`src/verilog/strap_decode_consts.svh`:
```
`ifndef STRAP_DECODE_CONSTS_SVH
`define STRAP_DECODE_CONSTS_SVH

// register byte offsets
`define SDC_OFS_STATUS      8'h00
`define SDC_OFS_MASK        8'h04
`define SDC_OFS_CONTROL     8'h08
`define SDC_OFS_CAPTURE     8'h0C
`define SDC_OFS_PINS        8'h10

// interrupt status and mask bit positions
`define SDC_IRQ_RELEASED    0
`define SDC_IRQ_STRAP_MOVED 1
`define SDC_IRQ_TEST_ENTER  2
`define SDC_IRQ_SOFT        3
`define SDC_IRQ_WIDTH       4

// control register bit positions
`define SDC_CTL_SOFT_IRQ    0

// capture and pins register field positions
`define SDC_FLD_SOURCE_LO   0
`define SDC_FLD_SOURCE_HI   1
`define SDC_FLD_PRE_LO      4
`define SDC_FLD_PRE_HI      7
`define SDC_FLD_POST_LO     8
`define SDC_FLD_POST_HI     11
`define SDC_FLD_STRAPS_LO   16
`define SDC_FLD_STRAPS_HI   19
`define SDC_FLD_TEST        20
`define SDC_FLD_SEED_OFF    21

// reset values
`define SDC_RST_STATUS      4'h0
`define SDC_RST_MASK        4'h0
`define SDC_RST_RDATA       32'h0000_0000

// divider figures of the receiver clock path
`define SDC_PRE_DIVIDE      4'h2
`define SDC_POST_DIVIDE_LO  4'h7
`define SDC_POST_DIVIDE_HI  4'h9
`define SDC_NO_DIVIDE       4'h0

`endif

```
`src/verilog/strap_decode_pkg.sv`:
```
package strap_decode_pkg;

    // which clock feeds the internal link pll
    typedef enum logic [1:0] {
        SRC_REFERENCE,
        SRC_RECEIVER,
        SRC_PIXEL
    } pll_source_t;

    // sequence of the system reset pin
    typedef enum logic [1:0] {
        ST_HELD,
        ST_CAPTURE,
        ST_RUN
    } run_state_t;

endpackage : strap_decode_pkg

```
`src/verilog/strap_decode_clock_select.sv`:
```
// Implementation choices: the register offsets and the strobed register port.
`timescale 1ns/100ps
`default_nettype none
`include "strap_decode_consts.svh"

module strap_decode_clock_select #(
    parameter int AW = 8,
    parameter int DW = 32
) (
    input  wire logic          CLK,
    input  wire logic          RSTN,
    // pins from the host
    input  wire logic          SYSTEM_RESET_N,
    input  wire logic          REFERENCE_CLOCK_IN,
    input  wire logic          CLOCK_SOURCE_STRAP,
    input  wire logic          DIVIDER_STRAP,
    input  wire logic          SCRAMBLER_SEED_RESET_OFF,
    input  wire logic          TEST_PIN,
    // register port
    input  wire logic [AW-1:0] ADDR,
    input  wire logic [DW-1:0] WDATA,
    input  wire logic          WR,
    input  wire logic          RD,
    output logic      [DW-1:0] RDATA,
    // decoded outputs
    output logic               INT,
    output logic               LOGIC_RESET_N,
    output logic      [1:0]    PLL_SOURCE,
    output logic      [3:0]    PRE_DIVIDE,
    output logic      [3:0]    POST_DIVIDE,
    output logic               SEED_RESET_ENABLE,
    output logic               TEST_MODE
);

    localparam int NI = `SDC_IRQ_WIDTH;

    // each decode serves twice: for the captured straps and for the live preview
    // pll source from the clock-source strap and the reference level
    function automatic strap_decode_pkg::pll_source_t decode_source(
        input logic source_strap,
        input logic ref_level
    );
        strap_decode_pkg::pll_source_t src;
        if (!source_strap) begin
            src = strap_decode_pkg::SRC_REFERENCE;
        end else if (!ref_level) begin
            src = strap_decode_pkg::SRC_RECEIVER;
        end else begin
            src = strap_decode_pkg::SRC_PIXEL;
        end
        return src;
    endfunction : decode_source

    // second divider stage; zero when the receiver path is not in use
    function automatic logic [3:0] decode_post(
        input logic source_strap,
        input logic ref_level,
        input logic div_strap
    );
        logic [3:0] post;
        post = `SDC_NO_DIVIDE;
        if (source_strap && !ref_level) begin
            post = div_strap ? `SDC_POST_DIVIDE_HI : `SDC_POST_DIVIDE_LO;
        end
        return post;
    endfunction : decode_post

    // first divider stage, present only on the receiver path
    function automatic logic [3:0] decode_pre(
        input logic source_strap,
        input logic ref_level
    );
        logic [3:0] pre;
        pre = `SDC_NO_DIVIDE;
        if (source_strap && !ref_level) begin
            pre = `SDC_PRE_DIVIDE;
        end
        return pre;
    endfunction : decode_pre

    // ------------------------------------------------------------------
    // pin synchronisers; the reference pin is only looked at as a level
    // ------------------------------------------------------------------
    wire        sys_run_n;
    wire [3:0]  strap_live;
    wire        test_live;
    wire        seed_off_live;

    // a one-cycle glitch on any pin never gets past the agreement of two stages
    // system reset pin: starts held so nothing runs before it is seen high
    pin_sync #(
        .WIDTH     (1),
        .RST_VALUE (64'h0)
    ) u_sync_reset (
        .clk   (CLK),
        .rst_n (RSTN),
        .pin   (SYSTEM_RESET_N),
        .level (sys_run_n)
    );

    // pins: {seed-off, test, spare, divider, source, reference}
    pin_sync #(
        .WIDTH     (6),
        .RST_VALUE (64'h0)
    ) u_sync_straps (
        .clk   (CLK),
        .rst_n (RSTN),
        .pin   ({SCRAMBLER_SEED_RESET_OFF, TEST_PIN, 1'b0,
                 DIVIDER_STRAP, CLOCK_SOURCE_STRAP, REFERENCE_CLOCK_IN}),
        .level ({seed_off_live, test_live, strap_live})
    );

    wire ref_live     = strap_live[0];
    wire source_live  = strap_live[1];
    wire divider_live = strap_live[2];

    // either reset holds everything after the pin synchronisers (those take RSTN only), status and mask included, so software
    // always meets a clean register set after the pin has been pulsed
    // combined internal reset
    wire run = RSTN && sys_run_n;

    // ------------------------------------------------------------------
    // reset sequence: held, one capture cycle, then run
    // ------------------------------------------------------------------
    strap_decode_pkg::run_state_t state;
    strap_decode_pkg::run_state_t next_state;

    // the capture cycle lets the synchronised straps settle for one more edge
    // next state
    always_comb begin
        next_state = state;
        case (state)
            strap_decode_pkg::ST_HELD:    next_state = strap_decode_pkg::ST_CAPTURE;
            strap_decode_pkg::ST_CAPTURE: next_state = strap_decode_pkg::ST_RUN;
            strap_decode_pkg::ST_RUN:     next_state = strap_decode_pkg::ST_RUN;
            default:                      next_state = strap_decode_pkg::ST_HELD;
        endcase
    end

    // held while the pin is low
    always_ff @(posedge CLK) begin
        if (!run) begin
            state <= strap_decode_pkg::ST_HELD;
        end else begin
            state <= next_state;
        end
    end

    wire capturing = (state == strap_decode_pkg::ST_CAPTURE);
    wire running   = (state == strap_decode_pkg::ST_RUN);

    // ------------------------------------------------------------------
    // captured straps; taken by a clocked process after release, never by reset
    // ------------------------------------------------------------------
    logic ref_cap;
    logic source_cap;
    logic divider_cap;

    always_ff @(posedge CLK) begin
        if (!run) begin
            ref_cap     <= 1'b0;
            source_cap  <= 1'b0;
            divider_cap <= 1'b0;
        end else if (capturing) begin
            ref_cap     <= ref_live;
            source_cap  <= source_live;
            divider_cap <= divider_live;
        end
    end

    // decodes of captured and live straps; the live one is only for software preview
    wire strap_decode_pkg::pll_source_t src_cap  = decode_source(source_cap, ref_cap);
    wire strap_decode_pkg::pll_source_t src_live = decode_source(source_live, ref_live);
    wire [3:0] post_cap  = decode_post(source_cap, ref_cap, divider_cap);
    wire [3:0] post_live = decode_post(source_live, ref_live, divider_live);
    wire [3:0] pre_cap   = decode_pre(source_cap, ref_cap);
    wire [3:0] pre_live  = decode_pre(source_live, ref_live);

    // only the clock straps count here; test and seed-off are live on purpose
    // the host moved a strap after capture: flagged, never acted upon
    wire strap_moved = running &&
                       ({divider_live, source_live, ref_live} !=
                        {divider_cap, source_cap, ref_cap});

    // ------------------------------------------------------------------
    // decoded outputs, registered
    // ------------------------------------------------------------------
    // test and seed-off follow the live pins; only the clock choice is frozen
    // outputs stay at the reference path and normal mode while held
    always_ff @(posedge CLK) begin
        if (!run) begin
            LOGIC_RESET_N     <= 1'b0;
            PLL_SOURCE        <= strap_decode_pkg::SRC_REFERENCE;
            PRE_DIVIDE        <= `SDC_NO_DIVIDE;
            POST_DIVIDE       <= `SDC_NO_DIVIDE;
            SEED_RESET_ENABLE <= 1'b0;
            TEST_MODE         <= 1'b0;
        end else begin
            LOGIC_RESET_N     <= running;
            PLL_SOURCE        <= src_cap;
            PRE_DIVIDE        <= pre_cap;
            POST_DIVIDE       <= post_cap;
            SEED_RESET_ENABLE <= running && !seed_off_live;
            TEST_MODE         <= running && test_live;
        end
    end

    // ------------------------------------------------------------------
    // register decode
    // ------------------------------------------------------------------
    // strobes only qualify the writes and the read below; the decode is address only
    wire hit_status  = (ADDR == `SDC_OFS_STATUS);
    wire hit_mask    = (ADDR == `SDC_OFS_MASK);
    wire hit_control = (ADDR == `SDC_OFS_CONTROL);
    wire hit_capture = (ADDR == `SDC_OFS_CAPTURE);
    wire hit_pins    = (ADDR == `SDC_OFS_PINS);

    wire wr_status  = WR && hit_status;
    wire wr_mask    = WR && hit_mask;
    wire wr_control = WR && hit_control;

    // ------------------------------------------------------------------
    // interrupt events
    // ------------------------------------------------------------------
    logic            moved_d;
    logic            test_d;
    logic [NI-1:0]   status;
    logic [NI-1:0]   mask;
    wire  [NI-1:0]   event_set;
    wire  [NI-1:0]   next_status;
    wire  [NI-1:0]   next_mask;

    // one-cycle events: release, first mismatch, test entry, software request
    assign event_set[`SDC_IRQ_RELEASED]    = capturing;
    assign event_set[`SDC_IRQ_STRAP_MOVED] = strap_moved && !moved_d;
    assign event_set[`SDC_IRQ_TEST_ENTER]  = running && test_live && !test_d;
    assign event_set[`SDC_IRQ_SOFT]        = wr_control && WDATA[`SDC_CTL_SOFT_IRQ];

    // write-one-to-clear; a set in the same cycle wins over the clear
    assign next_status = (status & ~(wr_status ? WDATA[NI-1:0] : {NI{1'b0}})) | event_set;

    // mask as it stands after this edge, so a mask write reaches INT at once
    assign next_mask = wr_mask ? WDATA[NI-1:0] : mask;

    // history resets low, matching the idle pins, so run never opens on a false edge
    // edge history for the event detectors
    always_ff @(posedge CLK) begin
        if (!run) begin
            moved_d <= 1'b0;
            test_d  <= 1'b0;
        end else begin
            moved_d <= strap_moved;
            test_d  <= running && test_live;
        end
    end

    // sticky status and mask
    always_ff @(posedge CLK) begin
        if (!run) begin
            status <= `SDC_RST_STATUS;
            mask   <= `SDC_RST_MASK;
        end else begin
            status <= next_status;
            mask   <= next_mask;
        end
    end

    // registered from next_status and next_mask: INT changes on the same edge as status and mask
    // level interrupt
    always_ff @(posedge CLK) begin
        if (!run) begin
            INT <= 1'b0;
        end else begin
            INT <= |(next_status & next_mask);
        end
    end

    // ------------------------------------------------------------------
    // read path: data stand one cycle after the strobe, only then
    // ------------------------------------------------------------------
    logic [DW-1:0] capture_word;
    logic [DW-1:0] pins_word;
    wire  [DW-1:0] read_word;

    // capture register: the decode in force
    always_comb begin
        capture_word = '0;
        capture_word[`SDC_FLD_SOURCE_HI:`SDC_FLD_SOURCE_LO] = src_cap;
        capture_word[`SDC_FLD_PRE_HI:`SDC_FLD_PRE_LO]       = pre_cap;
        capture_word[`SDC_FLD_POST_HI:`SDC_FLD_POST_LO]     = post_cap;
        capture_word[`SDC_FLD_STRAPS_HI:`SDC_FLD_STRAPS_LO] =
            {1'b0, divider_cap, source_cap, ref_cap};
        capture_word[`SDC_FLD_TEST]     = TEST_MODE;
        capture_word[`SDC_FLD_SEED_OFF] = !SEED_RESET_ENABLE;
    end

    // pins register: what the straps would decode to now
    always_comb begin
        pins_word = '0;
        pins_word[`SDC_FLD_SOURCE_HI:`SDC_FLD_SOURCE_LO] = src_live;
        pins_word[`SDC_FLD_PRE_HI:`SDC_FLD_PRE_LO]       = pre_live;
        pins_word[`SDC_FLD_POST_HI:`SDC_FLD_POST_LO]     = post_live;
        pins_word[`SDC_FLD_STRAPS_HI:`SDC_FLD_STRAPS_LO] = strap_live;
        pins_word[`SDC_FLD_TEST]     = test_live;
        pins_word[`SDC_FLD_SEED_OFF] = seed_off_live;
    end

    // unmapped addresses read zero
    assign read_word = hit_status  ? {{(DW-NI){1'b0}}, status} :
                       hit_mask    ? {{(DW-NI){1'b0}}, mask}   :
                       hit_capture ? capture_word              :
                       hit_pins    ? pins_word                 :
                       '0;

    // data stay zero outside the read cycle so a late sample never sees stale data
    // control reads zero: its only bit is a self-clearing request
    always_ff @(posedge CLK) begin
        if (!run) begin
            RDATA <= `SDC_RST_RDATA;
        end else if (RD && !hit_control) begin
            RDATA <= read_word;
        end else begin
            RDATA <= `SDC_RST_RDATA;
        end
    end

endmodule : strap_decode_clock_select

`default_nettype wire

```
`src/verilog/pin_sync.sv`:
```
`timescale 1ns/100ps
`default_nettype none

// three-stage synchroniser; the output moves only when stages two and three agree
module pin_sync #(
    parameter int          WIDTH     = 1,
    parameter logic [63:0] RST_VALUE = 64'h0
) (
    input  wire logic             clk,
    input  wire logic             rst_n,
    input  wire logic [WIDTH-1:0] pin,
    output logic      [WIDTH-1:0] level
);

    logic [WIDTH-1:0] stage1;
    logic [WIDTH-1:0] stage2;
    logic [WIDTH-1:0] stage3;
    wire  [WIDTH-1:0] agree;

    // stage1 is read by stage2 only, never by the agreement logic
    assign agree = ~(stage2 ^ stage3);

    // chain and filtered output, per bit
    always_ff @(posedge clk) begin
        if (!rst_n) begin
            stage1 <= RST_VALUE[WIDTH-1:0];
            stage2 <= RST_VALUE[WIDTH-1:0];
            stage3 <= RST_VALUE[WIDTH-1:0];
            level  <= RST_VALUE[WIDTH-1:0];
        end else begin
            stage1 <= pin;
            stage2 <= stage1;
            stage3 <= stage2;
            level  <= (agree & stage3) | (~agree & level);
        end
    end

endmodule : pin_sync

`default_nettype wire

```
`config.mk`:
```
export PLATFORM = sky130hd
export DESIGN_NAME = strap_decode_clock_select
export DESIGN_NICKNAME = d
export VERILOG_FILES = /design/src/verilog/strap_decode_pkg.sv /design/src/verilog/strap_decode_clock_select.sv /design/src/verilog/pin_sync.sv
export VERILOG_INCLUDE_DIRS = /design/src /design/src/verilog
export SDC_FILE = /design/constraint.sdc
export NUM_CORES = 1
export LEC_CHECK = 0
export ABC_AREA = 1
export BUFFER_PORTS_ARGS = -buffer_cell sky130_fd_sc_hd__buf_2
export CELL_PAD_IN_SITES_DETAIL_PLACEMENT = 0
export CELL_PAD_IN_SITES_GLOBAL_PLACEMENT = 1
export CORE_MARGIN = 3
export CORE_UTILIZATION = 34
export CTS_CLUSTER_DIAMETER = 60
export DETAILED_ROUTE_END_ITERATION = 16
export MAX_ROUTING_LAYER = met4
export PLACE_DENSITY = 0.83
export SLEW_MARGIN = 0
export SYNTH_ARGS = -nofsm -noshare
export SYNTH_HDL_FRONTEND = slang
export SYNTH_SLANG_ARGS = --single-unit
```
`constraint.sdc`:
```
create_clock -name CLK -period 1.5 [get_ports CLK]
set_input_delay 0.375 -clock CLK [delete_from_list [all_inputs] [get_ports CLK]]
set_output_delay 0.375 -clock CLK [all_outputs]
set_load 0.005 [all_outputs]
```
==> reports/results.tsv, run 1 <==
stage	metric	value	unit
cts	TritonCTS Buffers	9	
die	Die Span Y	89.8	microns
critical_path	Worst Setup End Kind	register	
cts	Clk Latency, worst-skew pair	330	ps
cts	Setup Fix Bufs, Post-CTS	0	
route	Met1 Wirelength	2190	microns
sta	setup TNS	0	ps
route	antenna-violating nets left	0	
cts	CTS tree	built	
final_layout	final design utilization	44.3	%
power	sw frac	20.6	%
sta	minimum clock period	1300	ps
sta	Final Max Slew Viols	0	
global_routing	initial antenna violation count	0	
sta	fmax	770	MHz
placed_design	Routability Congestion	0.810	
critical_path	sequence of cells on the critical path	inv_1 > ha_1 > nand2_1 > or2_2 > nand2_1 > nand2_1 > nand2_1 > nor2_1 > nor2_1	
yosys	most frequent cell after synthesis	nand2_1	
route	Avg Vias per Cell	4.08	
route	WL/cell	10.0	microns
die	initial core utilization	36.3	%
final_layout	design area	2910	sq um
cts	Worst-path clk slew	60	ps
final_layout	multi-input logic area	915	sq um
power	peak supply drop	0.000726	V
die	boundary pin count	96	
final_layout	Filler Cells Inserted	691	
power	leakage power	1.43	nW
yosys	Yosys reg bits	58	
sta	Setup Viol. Count Final	0	
run	maxcap violations	0	
route	Starting DRT DRC Count	77	
cts	root buffer cell	clkbuf_8	
cts	Hold Buf Count CTS	0	
sta	Clock Skews	10.5	ps
route	total number of vias	1877	
critical_path	Req. time, crit path	1770	ps
die	die footprint	8060	sq um
global_routing	vias in the first global route	1791	
global_routing	largest net degree at the start of global routing	24	
yosys	Syn Inst Count	300	
yosys	Yosys warning count	0	
final_layout	register area	1160	sq um
placed_design	Placed Area	2720	sq um
worst_hold_path	Hold Path Class	input pin to register	
yosys	Mean Syn Cell Area	7.95	sq um
route	number of remaining DRC errors	0	
yosys	Most used DFF post-synth	dfxtp_1	
critical_path	CP most frequent cell	nand2_1	
power	Flop pwr share	51.8	%
route	Detailed Routing Iterations Pass 1	4	
yosys	area share of the largest cell type after synthesis	48.7	%
critical_path	crit path max fanout	3	
global_routing	grt total ovfl	0	
yosys	sequential cell area fraction in the yosys report	48.7	%
die	row cnt	29	
power	Gate power share	3.6	%
yosys	top post-synthesis cells by area	dfxtp_1 49%, nand2_1 9.9%, buf_4 8.2%	
power	Sw Pwr	0.625	mW
critical_path	Crit-path slowest cell	dfxtp_1	
global_routing	first-pass GRT wire length	8120	microns
yosys	ys async rst share	0	%
cts	H-tree Lvls	3	
die	Placeable Area	6570	sq um
sta	Final Hold Vio Count	0	
critical_path	crit path kind	register to register	
die	Chip Width	89.8	microns
sta	Tcrit/Tclk final	86.5	%
yosys	Synth area leader	dfxtp_1	
route	DRT Wirelength	4620	microns
yosys	number of library cell types mapped by synthesis	27	
cts	Sink Count	58	
final_layout	Area growth, synth to finish	21.9	%
yosys	top cells by count, synth	63 x nand2_1, 58 x dfxtp_1, 44 x inv_1, 26 x buf_4, 24 x a21oi_1	
power	PD cells	1040	nW/um^2
critical_path	Max stage delay on crit path	320	ps
global_routing	GRT Total Usage	12.9	%
route	Top Layer Used	met4	
route	met2 wire len	2070	microns
power	Int Pwr	2.40	mW
final_layout	layout cells sized above 1	25.1	%
run_status	outcome	complete, no violations	
route	met3 WL	284	microns
placed_design	Port Buffers	46	
power	Clk pwr share	44.5	%
cts	# resized after CTS	0	
placed_design	DP HPWL	3480	microns
yosys	Synth Cell Area	2390	sq um
critical_path	Arr. time, crit path	1570	ps
yosys	EDFF count, synth	0	
critical_path	CP startpoint kind	register	
final_layout	diodes inserted	0	
sta	RSZ-0062 raised after global routing	false	
cts	deepest clock path buffer count	2	
final_layout	final net count	416	
==> power groups by stage <==
stage	Clock, mW	Sequential, mW	Combinational, mW
final	1.35	1.57	0.110
after global routing	1.47	1.57	0.128
after floorplan	0	1.60	0.0984
after CTS	1.40	1.57	0.109
after global placement	0	1.60	0.107
after detailed placement	0	1.60	0.109
==> cells by family (layout without fill, tap and decap cells) <==
family	after synthesis	in the layout	share of synthesized area (%)
XOR/XNOR	3	3	1.10
AND/OR/NAND/NOR	120	120	23.4
flip-flops	58	58	48.7
other	1	21	0.157
adder cells (fa/ha/maj)	3	3	1.57
AO/OA/AOI/OAI	39	39	8.97
buffers and inverters	76	123	16.2
==> cell type report <==
cell class,instances,share of cell area [%]
clock inverter,3,1.38
multi-input combinational,186,31.5
timing repair buffer,64,12.6
tap,93,4.00
inverter,44,5.68
sequential,58,39.9
clock buffer,12,4.99
==> metrics by stage <==
stage	hold WS (ps)	power, mW	worst slack [ps]	cells
finish	225	3.03	202	460
global route	228	3.17	70.7	460
CTS	202	3.08	194	460
detailed placement	397	1.71	-91.4	445
global placement	393	1.71	-102	445
floorplan	390	1.70	169	320
==> cell usage in the layout, fill, tap and decap left out, types with 3 or more instances in the layout <==
master and n:
conb_1 21, nand4_1 3, dfxtp_1 58, clkbuf_8 10
nor2_2 3, ha_1 3, buf_4 18, nor2_4 4
inv_1 44, nor3_1 4, nand3_1 13, a21oi_1 24
o21ai_0 8, nor2_1 23, buf_2 46, nand2_1 63
xnor2_1 3, a211oi_1 3
==> path summary, 6_finish.rpt <==
kind / depth (start not counted) / from / end / slack, ps
worst min register to register: 2 / u_sync_straps.stage1[4] / u_sync_straps.stage2[4] / 410
worst max register to register: 9 / state[0] / INT / 200
worst max-delay path: 9 / state[0] / INT / 200
worst min-delay path: 3 / REFERENCE_CLOCK_IN / u_sync_straps.stage1[0] / 220
==> per-layer routing <==
metal	vias up	track usage, %
met5	-	-
met4	0	5.75
met3	6	5.34
met2	44	19.3
met1	818	15.3
li1	1009	-
==> critical path, delay by kind of cell, from the launching register on <==
kind	cells	cell delay [ps]
fa+ha+maj	1	190
buf+inv	1	80
flops	1	320
simple gates	7	670
No activity file was read; power rests on OpenSTA's default activity.
==> run 2: changes to the inputs <==
--- a/config.mk
+++ b/config.mk
@@ -8,6 +8,7 @@
 export LEC_CHECK = 0
 export ABC_AREA = 1
 export BUFFER_PORTS_ARGS = -buffer_cell sky130_fd_sc_hd__buf_2
+export CAP_MARGIN = 20
 export CELL_PAD_IN_SITES_DETAIL_PLACEMENT = 0
 export CELL_PAD_IN_SITES_GLOBAL_PLACEMENT = 1
 export CORE_MARGIN = 3
@@ -15,7 +16,7 @@
 export CTS_CLUSTER_DIAMETER = 60
 export DETAILED_ROUTE_END_ITERATION = 16
 export MAX_ROUTING_LAYER = met4
-export PLACE_DENSITY = 0.83
+export PLACE_DENSITY_LB_ADDON = 0.1
 export SLEW_MARGIN = 0
 export SYNTH_ARGS = -nofsm -noshare
 export SYNTH_HDL_FRONTEND = slang
==> reports/results.tsv, run 2 (same netlist as run 1, synthesis figures left out) <==
stage	metric	value	unit	change
cts	H-tree Lvls	3		unchanged
critical_path	Worst Setup End Kind	register		unchanged
cts	TritonCTS Buffers	9		unchanged
final_layout	final net count	413		was 416
sta	fmax	792	MHz	was 770 MHz
cts	Sink Count	58		unchanged
sta	Final Max Slew Viols	0		unchanged
placed_design	Port Buffers	46		unchanged
final_layout	layout cells sized above 1	24.4	%	was 25.1%
route	antenna-violating nets left	0		unchanged
route	WL/cell	10.2	microns	was 10.0 microns
sta	Final Hold Vio Count	0		unchanged
sta	minimum clock period	1260	ps	was 1300 ps
route	number of remaining DRC errors	0		unchanged
die	Placeable Area	6570	sq um	unchanged
critical_path	FF-to-FF path depth	9		unchanged
sta	Clock Skews	7.36	ps	was 10.5 ps
final_layout	diodes inserted	0		unchanged
global_routing	initial antenna violation count	0		unchanged
power	leakage power	1.42	nW	was 1.43 nW
route	total number of vias	1859		was 1877
cts	Worst-path clk slew	60	ps	about the same
placed_design	DP Cell Count	442		was 445
critical_path	CP startpoint kind	register		unchanged
placed_design	DP HPWL	3530	microns	was 3480 microns
final_layout	most frequent cells in the layout	63 x nand2_1, 58 x dfxtp_1, 46 x buf_2, 44 x inv_1, 24 x a21oi_1		unchanged
worst_hold_path	worst hold path stage count	3		unchanged
cts	CTS tree	built		unchanged
placed_design	Routability Congestion	0.767		was 0.810
route	DRT Wirelength	4670	microns	was 4620 microns
cts	deepest clock path buffer count	2		unchanged
run_status	outcome	complete, no violations		unchanged
worst_hold_path	hold worst-path end	u_sync_straps.stage1[5]		was u_sync_straps.stage1[0]
route	Starting DRT DRC Count	45		was 77
die	Die Span Y	89.8	microns	unchanged
critical_path	worst reg2reg path startpoint	state[0]		unchanged
cts	Clk Latency, worst-skew pair	330	ps	about the same
global_routing	vias in the first global route	1797		was 1791
global_routing	first-pass GRT wire length	8130	microns	was 8120 microns
die	Chip Width	89.8	microns	unchanged
sta	final setup margin	238	ps	was 202 ps
cts	Setup Fix Bufs, Post-CTS	0		unchanged
route	Detailed Routing Iterations Pass 1	4		unchanged
power	peak supply drop	0.000695	V	was 0.000726 V
critical_path	reg-to-reg critical path endpoint	INT		unchanged
critical_path	register-to-register setup slack	240	ps	was 200 ps
die	die footprint	8060	sq um	unchanged
sta	WHS	225	ps	about the same
critical_path	Arr. time, crit path	1540	ps	was 1570 ps
die	boundary pin count	96		unchanged
global_routing	grt total ovfl	0		unchanged
run	maxcap violations	0		unchanged
die	initial core utilization	36.3	%	unchanged
sta	Setup Viol. Count Final	0		unchanged
power	PD cells	1070	nW/um^2	was 1040 nW/um^2
critical_path	crit path max fanout	3		unchanged
final_layout	most common cell after layout, fill and taps aside	nand2_1		unchanged
final_layout	Area growth, synth to finish	22.0	%	was 21.9%
sta	Tcrit/Tclk final	84.1	%	was 86.5%
worst_hold_path	Hold Path Class	input pin to register		unchanged
placed_design	pre-CTS setup slack	-75.6	ps	was -91.4 ps
sta	RSZ-0062 raised after global routing	false		unchanged
global_routing	largest net degree at the start of global routing	24		unchanged
route	Avg Vias per Cell	4.06		was 4.08
cts	# resized after CTS	0		unchanged
cts	root buffer cell	clkbuf_8		unchanged
die	row cnt	29		unchanged
worst_hold_path	min-delay src	SCRAMBLER_SEED_RESET_OFF		was REFERENCE_CLOCK_IN
critical_path	crit path kind	register to register		unchanged
cts	Hold Buf Count CTS	0		unchanged
global_routing	GRT Total Usage	13.1	%	was 12.9%
sta	setup TNS	0	ps	unchanged
final_layout	post-route insts no fill	458		was 460
critical_path	Req. time, crit path	1770	ps	about the same
-- run 2: cell count changes in the layout (fill, tap and decap cells not counted), sizes merged --
cell | previous run | this run
buf | 64 | 61
clkbuf | 12 | 14
clkinv | 2 | 1
-- run 2: report_power, final --
group | leakage, nW | switching (mW) | internal, mW
sequential | 0.470 | 0.00736 | 1.56
combinational | 0.853 | 0.0667 | 0.0432
clock | 0.101 | 0.572 | 0.857
total | 1.42 | 0.646 | 2.46
-- run 2: layer usage --
metal	global-route usage [%]	share of wire, %
met3	5.59	5.7
met1	14.4	46
met4	4.60	1.3
met2	21.2	47
met5	-	0
-- run 2: through the flow --
step	utilization (%)	instance area, sq um	power [mW]
after global placement	41.3	2710	1.71
after detailed placement	41.3	2710	1.71
after floorplan	-	2460	1.70
final	44.3	2910	3.11
after CTS	44.3	2910	3.16
after global routing	44.3	2910	3.27
-- run 2: cell type report --
class                      instances  area [sq um]
tap                               93           116
fill                             675          3660
sequential                        58          1160
multi-input combinational        186           915
clock inverter                     2          35.0
inverter                          44           165
clock buffer                      14           163
timing repair buffer              61           355
-- run 2: worst max-delay path by stage --
| stage | slack (ps) | start | end |
|---|---|---|---|
| after floorplan | 170 | ADDR[7] | INT |
| after global placement | -70 | ADDR[1] | INT |
| after detailed placement | -80 | ADDR[1] | INT |
| after CTS | 220 | state[0] | INT |
| after global routing | 100 | state[0] | INT |
| final | 240 | state[0] | INT |
-- run 2: worst max-delay path, stage by stage, from the launching register on --
cell     delay [ps]
dfxtp_1         310
inv_1            70
ha_1            180
nand2_1          70
or2_2           290
nand2_1          70
nand2_1          40
nand2_1          50
nor2_1           40
nor2_1           70
==> run 3: changes to the inputs <==
--- a/config.mk
+++ b/config.mk
@@ -6,13 +6,13 @@
 export SDC_FILE = /design/constraint.sdc
 export NUM_CORES = 1
 export LEC_CHECK = 0
-export ABC_AREA = 1
+export ABC_AREA = 0
 export BUFFER_PORTS_ARGS = -buffer_cell sky130_fd_sc_hd__buf_2
 export CAP_MARGIN = 20
 export CELL_PAD_IN_SITES_DETAIL_PLACEMENT = 0
 export CELL_PAD_IN_SITES_GLOBAL_PLACEMENT = 1
 export CORE_MARGIN = 3
-export CORE_UTILIZATION = 34
+export CORE_UTILIZATION = 36
 export CTS_CLUSTER_DIAMETER = 60
 export DETAILED_ROUTE_END_ITERATION = 16
 export MAX_ROUTING_LAYER = met4
==> constraint.sdc (replaced) <==
create_clock -name CLK -period 1.25 [get_ports CLK]
set_input_delay 0.3125 -clock CLK [delete_from_list [all_inputs] [get_ports CLK]]
set_output_delay 0.3125 -clock CLK [all_outputs]
set_load 0.005 [all_outputs]
==> reports/results.tsv, run 3 <==
stage	metric	value	unit	change
die	boundary pin count	96		unchanged
critical_path	crit path kind	input pin to register		was register to register
final_layout	diodes inserted	0		unchanged
cts	Worst-path clk slew	70	ps	was 60 ps
yosys	Synth Cell Area	2470	sq um	was 2390 sq um
worst_hold_path	Hold Path Class	input pin to register		unchanged
route	antenna-violating nets left	0		unchanged
yosys	EDFF count, synth	0		unchanged
cts	Clk Latency, worst-skew pair	330	ps	about the same
power	Clk pwr share	48.1	%	was 46.0%
final_layout	final net count	401		was 413
power	Sw Pwr	0.895	mW	was 0.646 mW
yosys	Yosys reg bits	58		unchanged
power	PD cells	1150	nW/um^2	was 1070 nW/um^2
yosys	Syn Inst Count	252		was 300
critical_path	worst reg2reg path startpoint	state[1]		was state[0]
final_layout	most common cell after layout, fill and taps aside	dfxtp_1		was nand2_1
critical_path	CP startpoint	ADDR[0]		was state[0]
critical_path	Critical Path Sink	INT		unchanged
placed_design	Routability Congestion	0.847		was 0.767
global_routing	vias in the first global route	1805		was 1797
route	total number of vias	1980		was 1859
yosys	Most used DFF post-synth	dfxtp_1		unchanged
yosys	top post-synthesis cells by area	dfxtp_1 47%, buf_4 8.2%, and2_1 5.1%		was dfxtp_1 49%, nand2_1 9.9%, buf_4 8.2%
route	WL/cell	13.0	microns	was 10.2 microns
cts	deepest clock path buffer count	2		unchanged
power	peak supply drop	0.000712	V	was 0.000695 V
placed_design	pre-CTS setup slack	-489	ps	was -75.6 ps
final_layout	multi-input logic area	1280	sq um	was 915 sq um
yosys	number of library cell types mapped by synthesis	47		was 27
global_routing	first-pass GRT wire length	8710	microns	was 8130 microns
cts	H-tree Lvls	3		unchanged
global_routing	largest net degree at the start of global routing	28		was 24
placed_design	Port Buffers	46		unchanged
run	maxcap violations	0		unchanged
sta	setup TNS	-396	ps	was 0 ps
die	Chip Width	88.9	microns	was 89.8 microns
yosys	area share of the largest cell type after synthesis	47.0	%	was 48.7%
placed_design	Placed Area	3020	sq um	was 2710 sq um
sta	Tcrit/Tclk final	105	%	
sta	Final Max Slew Viols	0		unchanged
sta	Setup Viol. Count Final	9		was 0
sta	Final Hold Vio Count	0		unchanged
power	Flop pwr share	46.3	%	was 50.5%
global_routing	GRT Total Usage	15.2	%	was 13.1%
yosys	top cells by count, synth	58 x dfxtp_1, 27 x buf_4, 20 x and2_1, 20 x nor2_1, 12 x nand2_1		was 63 x nand2_1, 58 x dfxtp_1, 44 x inv_1, 26 x buf_4, 24 x a21oi_1
critical_path	register-to-register setup slack	-40	ps	was 240 ps
critical_path	Worst Setup End Kind	register		unchanged
run_status	failing checks	negative setup slack		
critical_path	Arr. time, crit path	1510	ps	was 1540 ps
final_layout	Filler Cells Inserted	596		was 675
placed_design	DP HPWL	4020	microns	was 3530 microns
global_routing	initial antenna violation count	0		unchanged
cts	Sink Count	58		unchanged
final_layout	register area	1160	sq um	about the same
run_status	outcome	finished, violations left		was complete, no violations
final_layout	design area	3520	sq um	was 2910 sq um
critical_path	FF-to-FF path depth	5		was 9
die	initial core utilization	38.0	%	was 36.3%
route	Detailed Routing Iterations Pass 1	4		unchanged
die	Placeable Area	6490	sq um	was 6570 sq um
power	Int Pwr	3.16	mW	was 2.46 mW
route	DRT Wirelength	5590	microns	was 4670 microns
final_layout	most frequent cells in the layout	55 x dfxtp_1, 54 x buf_4, 40 x buf_2, 21 x conb_1, 19 x and2_1		was 63 x nand2_1, 58 x dfxtp_1, 46 x buf_2, 44 x inv_1, 24 x a21oi_1
sta	RSZ-0062 raised after global routing	true		was false
final_layout	final design utilization	54.2	%	was 44.3%
final_layout	layout cells sized above 1	44.8	%	was 24.4%
global_routing	grt total ovfl	0		unchanged
critical_path	reg-to-reg critical path endpoint	INT		unchanged
yosys	Mean Syn Cell Area	9.81	sq um	was 7.95 sq um
sta	minimum clock period	1310	ps	
die	die footprint	7890	sq um	was 8060 sq um
power	sw frac	22.1	%	was 20.8%
sta	fmax	763	MHz	
yosys	most frequent cell after synthesis	dfxtp_1		was nand2_1
critical_path	Req. time, crit path	1450	ps	was 1770 ps
route	Avg Vias per Cell	4.60		was 4.06
cts	TritonCTS Buffers	9		unchanged
yosys	Synth area leader	dfxtp_1		unchanged
sta	final setup margin	-61.3	ps	was 238 ps
cts	root buffer cell	clkbuf_8		unchanged
final_layout	Area growth, synth to finish	42.4	%	was 22.0%
power	Pwr Total	4.05	mW	was 3.11 mW
yosys	ys async rst share	0	%	unchanged
yosys	Yosys warning count	0		unchanged
yosys	sequential cell area fraction in the yosys report	47.0	%	was 48.7%
sta	Clock Skews	8.48	ps	was 7.36 ps
power	leakage power	1.50	nW	was 1.42 nW
power	Gate power share	5.5	%	was 3.5%
cts	CTS tree	built		unchanged
die	row cnt	29		unchanged
route	Starting DRT DRC Count	85		was 45
route	number of remaining DRC errors	0		unchanged
critical_path	CP startpoint kind	input pin		was register
critical_path	crit path max fanout	5		was 3
die	Die Span Y	88.9	microns	was 89.8 microns
==> run 3: cell types whose count changed after synthesis, moves of 4 or more <==
| cell | previous run | this run |
|---|---|---|
| a21boi_0 | 0 | 4 |
| a21oi_1 | 24 | 3 |
| a22oi_1 | 0 | 4 |
| a41oi_1 | 0 | 4 |
| and2_1 | 0 | 20 |
| and3_1 | 0 | 7 |
| inv_1 | 44 | 11 |
| mux2i_1 | 0 | 5 |
| nand2_1 | 63 | 12 |
| nand3_1 | 13 | 5 |
| nor2_4 | 4 | 0 |
| nor2b_1 | 0 | 4 |
| nor3_1 | 4 | 0 |
| o21a_1 | 0 | 4 |
==> run 3: how the worst min path moves through the flow <==
stage / startpoint / to / slack, ps / cells after the start
after global routing: DIVIDER_STRAP / u_sync_straps.stage1[2] / 160 / 2
final: DIVIDER_STRAP / u_sync_straps.stage1[2] / 180 / 2
after detailed placement: u_sync_straps.stage1[5] / u_sync_straps.stage2[5] / 420 / 1
after CTS: DIVIDER_STRAP / u_sync_straps.stage1[2] / 160 / 2
after floorplan: ADDR[3] / RDATA[2] / 390 / 1
after global placement: u_sync_straps.stage1[2] / u_sync_straps.stage2[2] / 410 / 1
==> run 3: metrics by stage <==
step	hold WS [ps]	cells
2_1_floorplan	391	272
3_3_place_gp	413	410
6_report	179	430
3_5_place_dp	420	410
4_1_cts	164	429
5_1_grt	160	430
==> run 3: cells by family (layout without fill, tap and decap cells) <==
group / after synthesis / after routing / synth area share [%]
flip-flops: 58 / 58 / 47.0
XOR/XNOR: 3 / 3 / 1.06
AO/OA/AOI/OAI: 45 / 45 / 13.9
other: 1 / 21 / 0.152
adder cells (fa/ha/maj): 3 / 3 / 1.52
buffers and inverters: 47 / 128 / 11.3
AND/OR/NAND/NOR: 90 / 90 / 23.0
multiplexers: 5 / 5 / 2.03
==> run 3: per-layer routing <==
layer	wire length (microns)	track usage [%]	vias to the layer above
met5	0	-	-
met3	278	5.21	4
met2	2570	22.2	49
met1	2680	19.5	901
met4	56	5.36	0
li1	-	-	1026
==> run 3: worst max-delay path: stages <==
cell     delay [ps]
buf_12          110
or4b_4          560
o31a_1          290
o22ai_2         110
a41oi_2         120
==> run 3: final cells by class <==
class / count / share of cell area, %
Tap cell: 77 / 2.74
Clock buffer: 10 / 3.91
Inverter: 11 / 1.17
Timing Repair Buffer: 101 / 20.2
Sequential cell: 58 / 33.1
Clock inverter: 6 / 2.52
Multi-Input combinational cell: 167 / 36.4
==> run 3: power by group through the flow <==
stage	sequential, mW	combinational [mW]	clock [mW]
after floorplan	1.92	0.133	0
after global placement	1.92	0.180	0
after detailed placement	1.92	0.183	0
after CTS	1.88	0.210	2.00
after global routing	1.88	0.246	2.09
final	1.88	0.223	1.95
==> run 3: what timing repair did <==
action	CTS	global route
resized for setup	28	25
hold buffers	0	0
buffers inserted	3	2
endpoints found under the setup margin	12	18
pin swaps	13	7
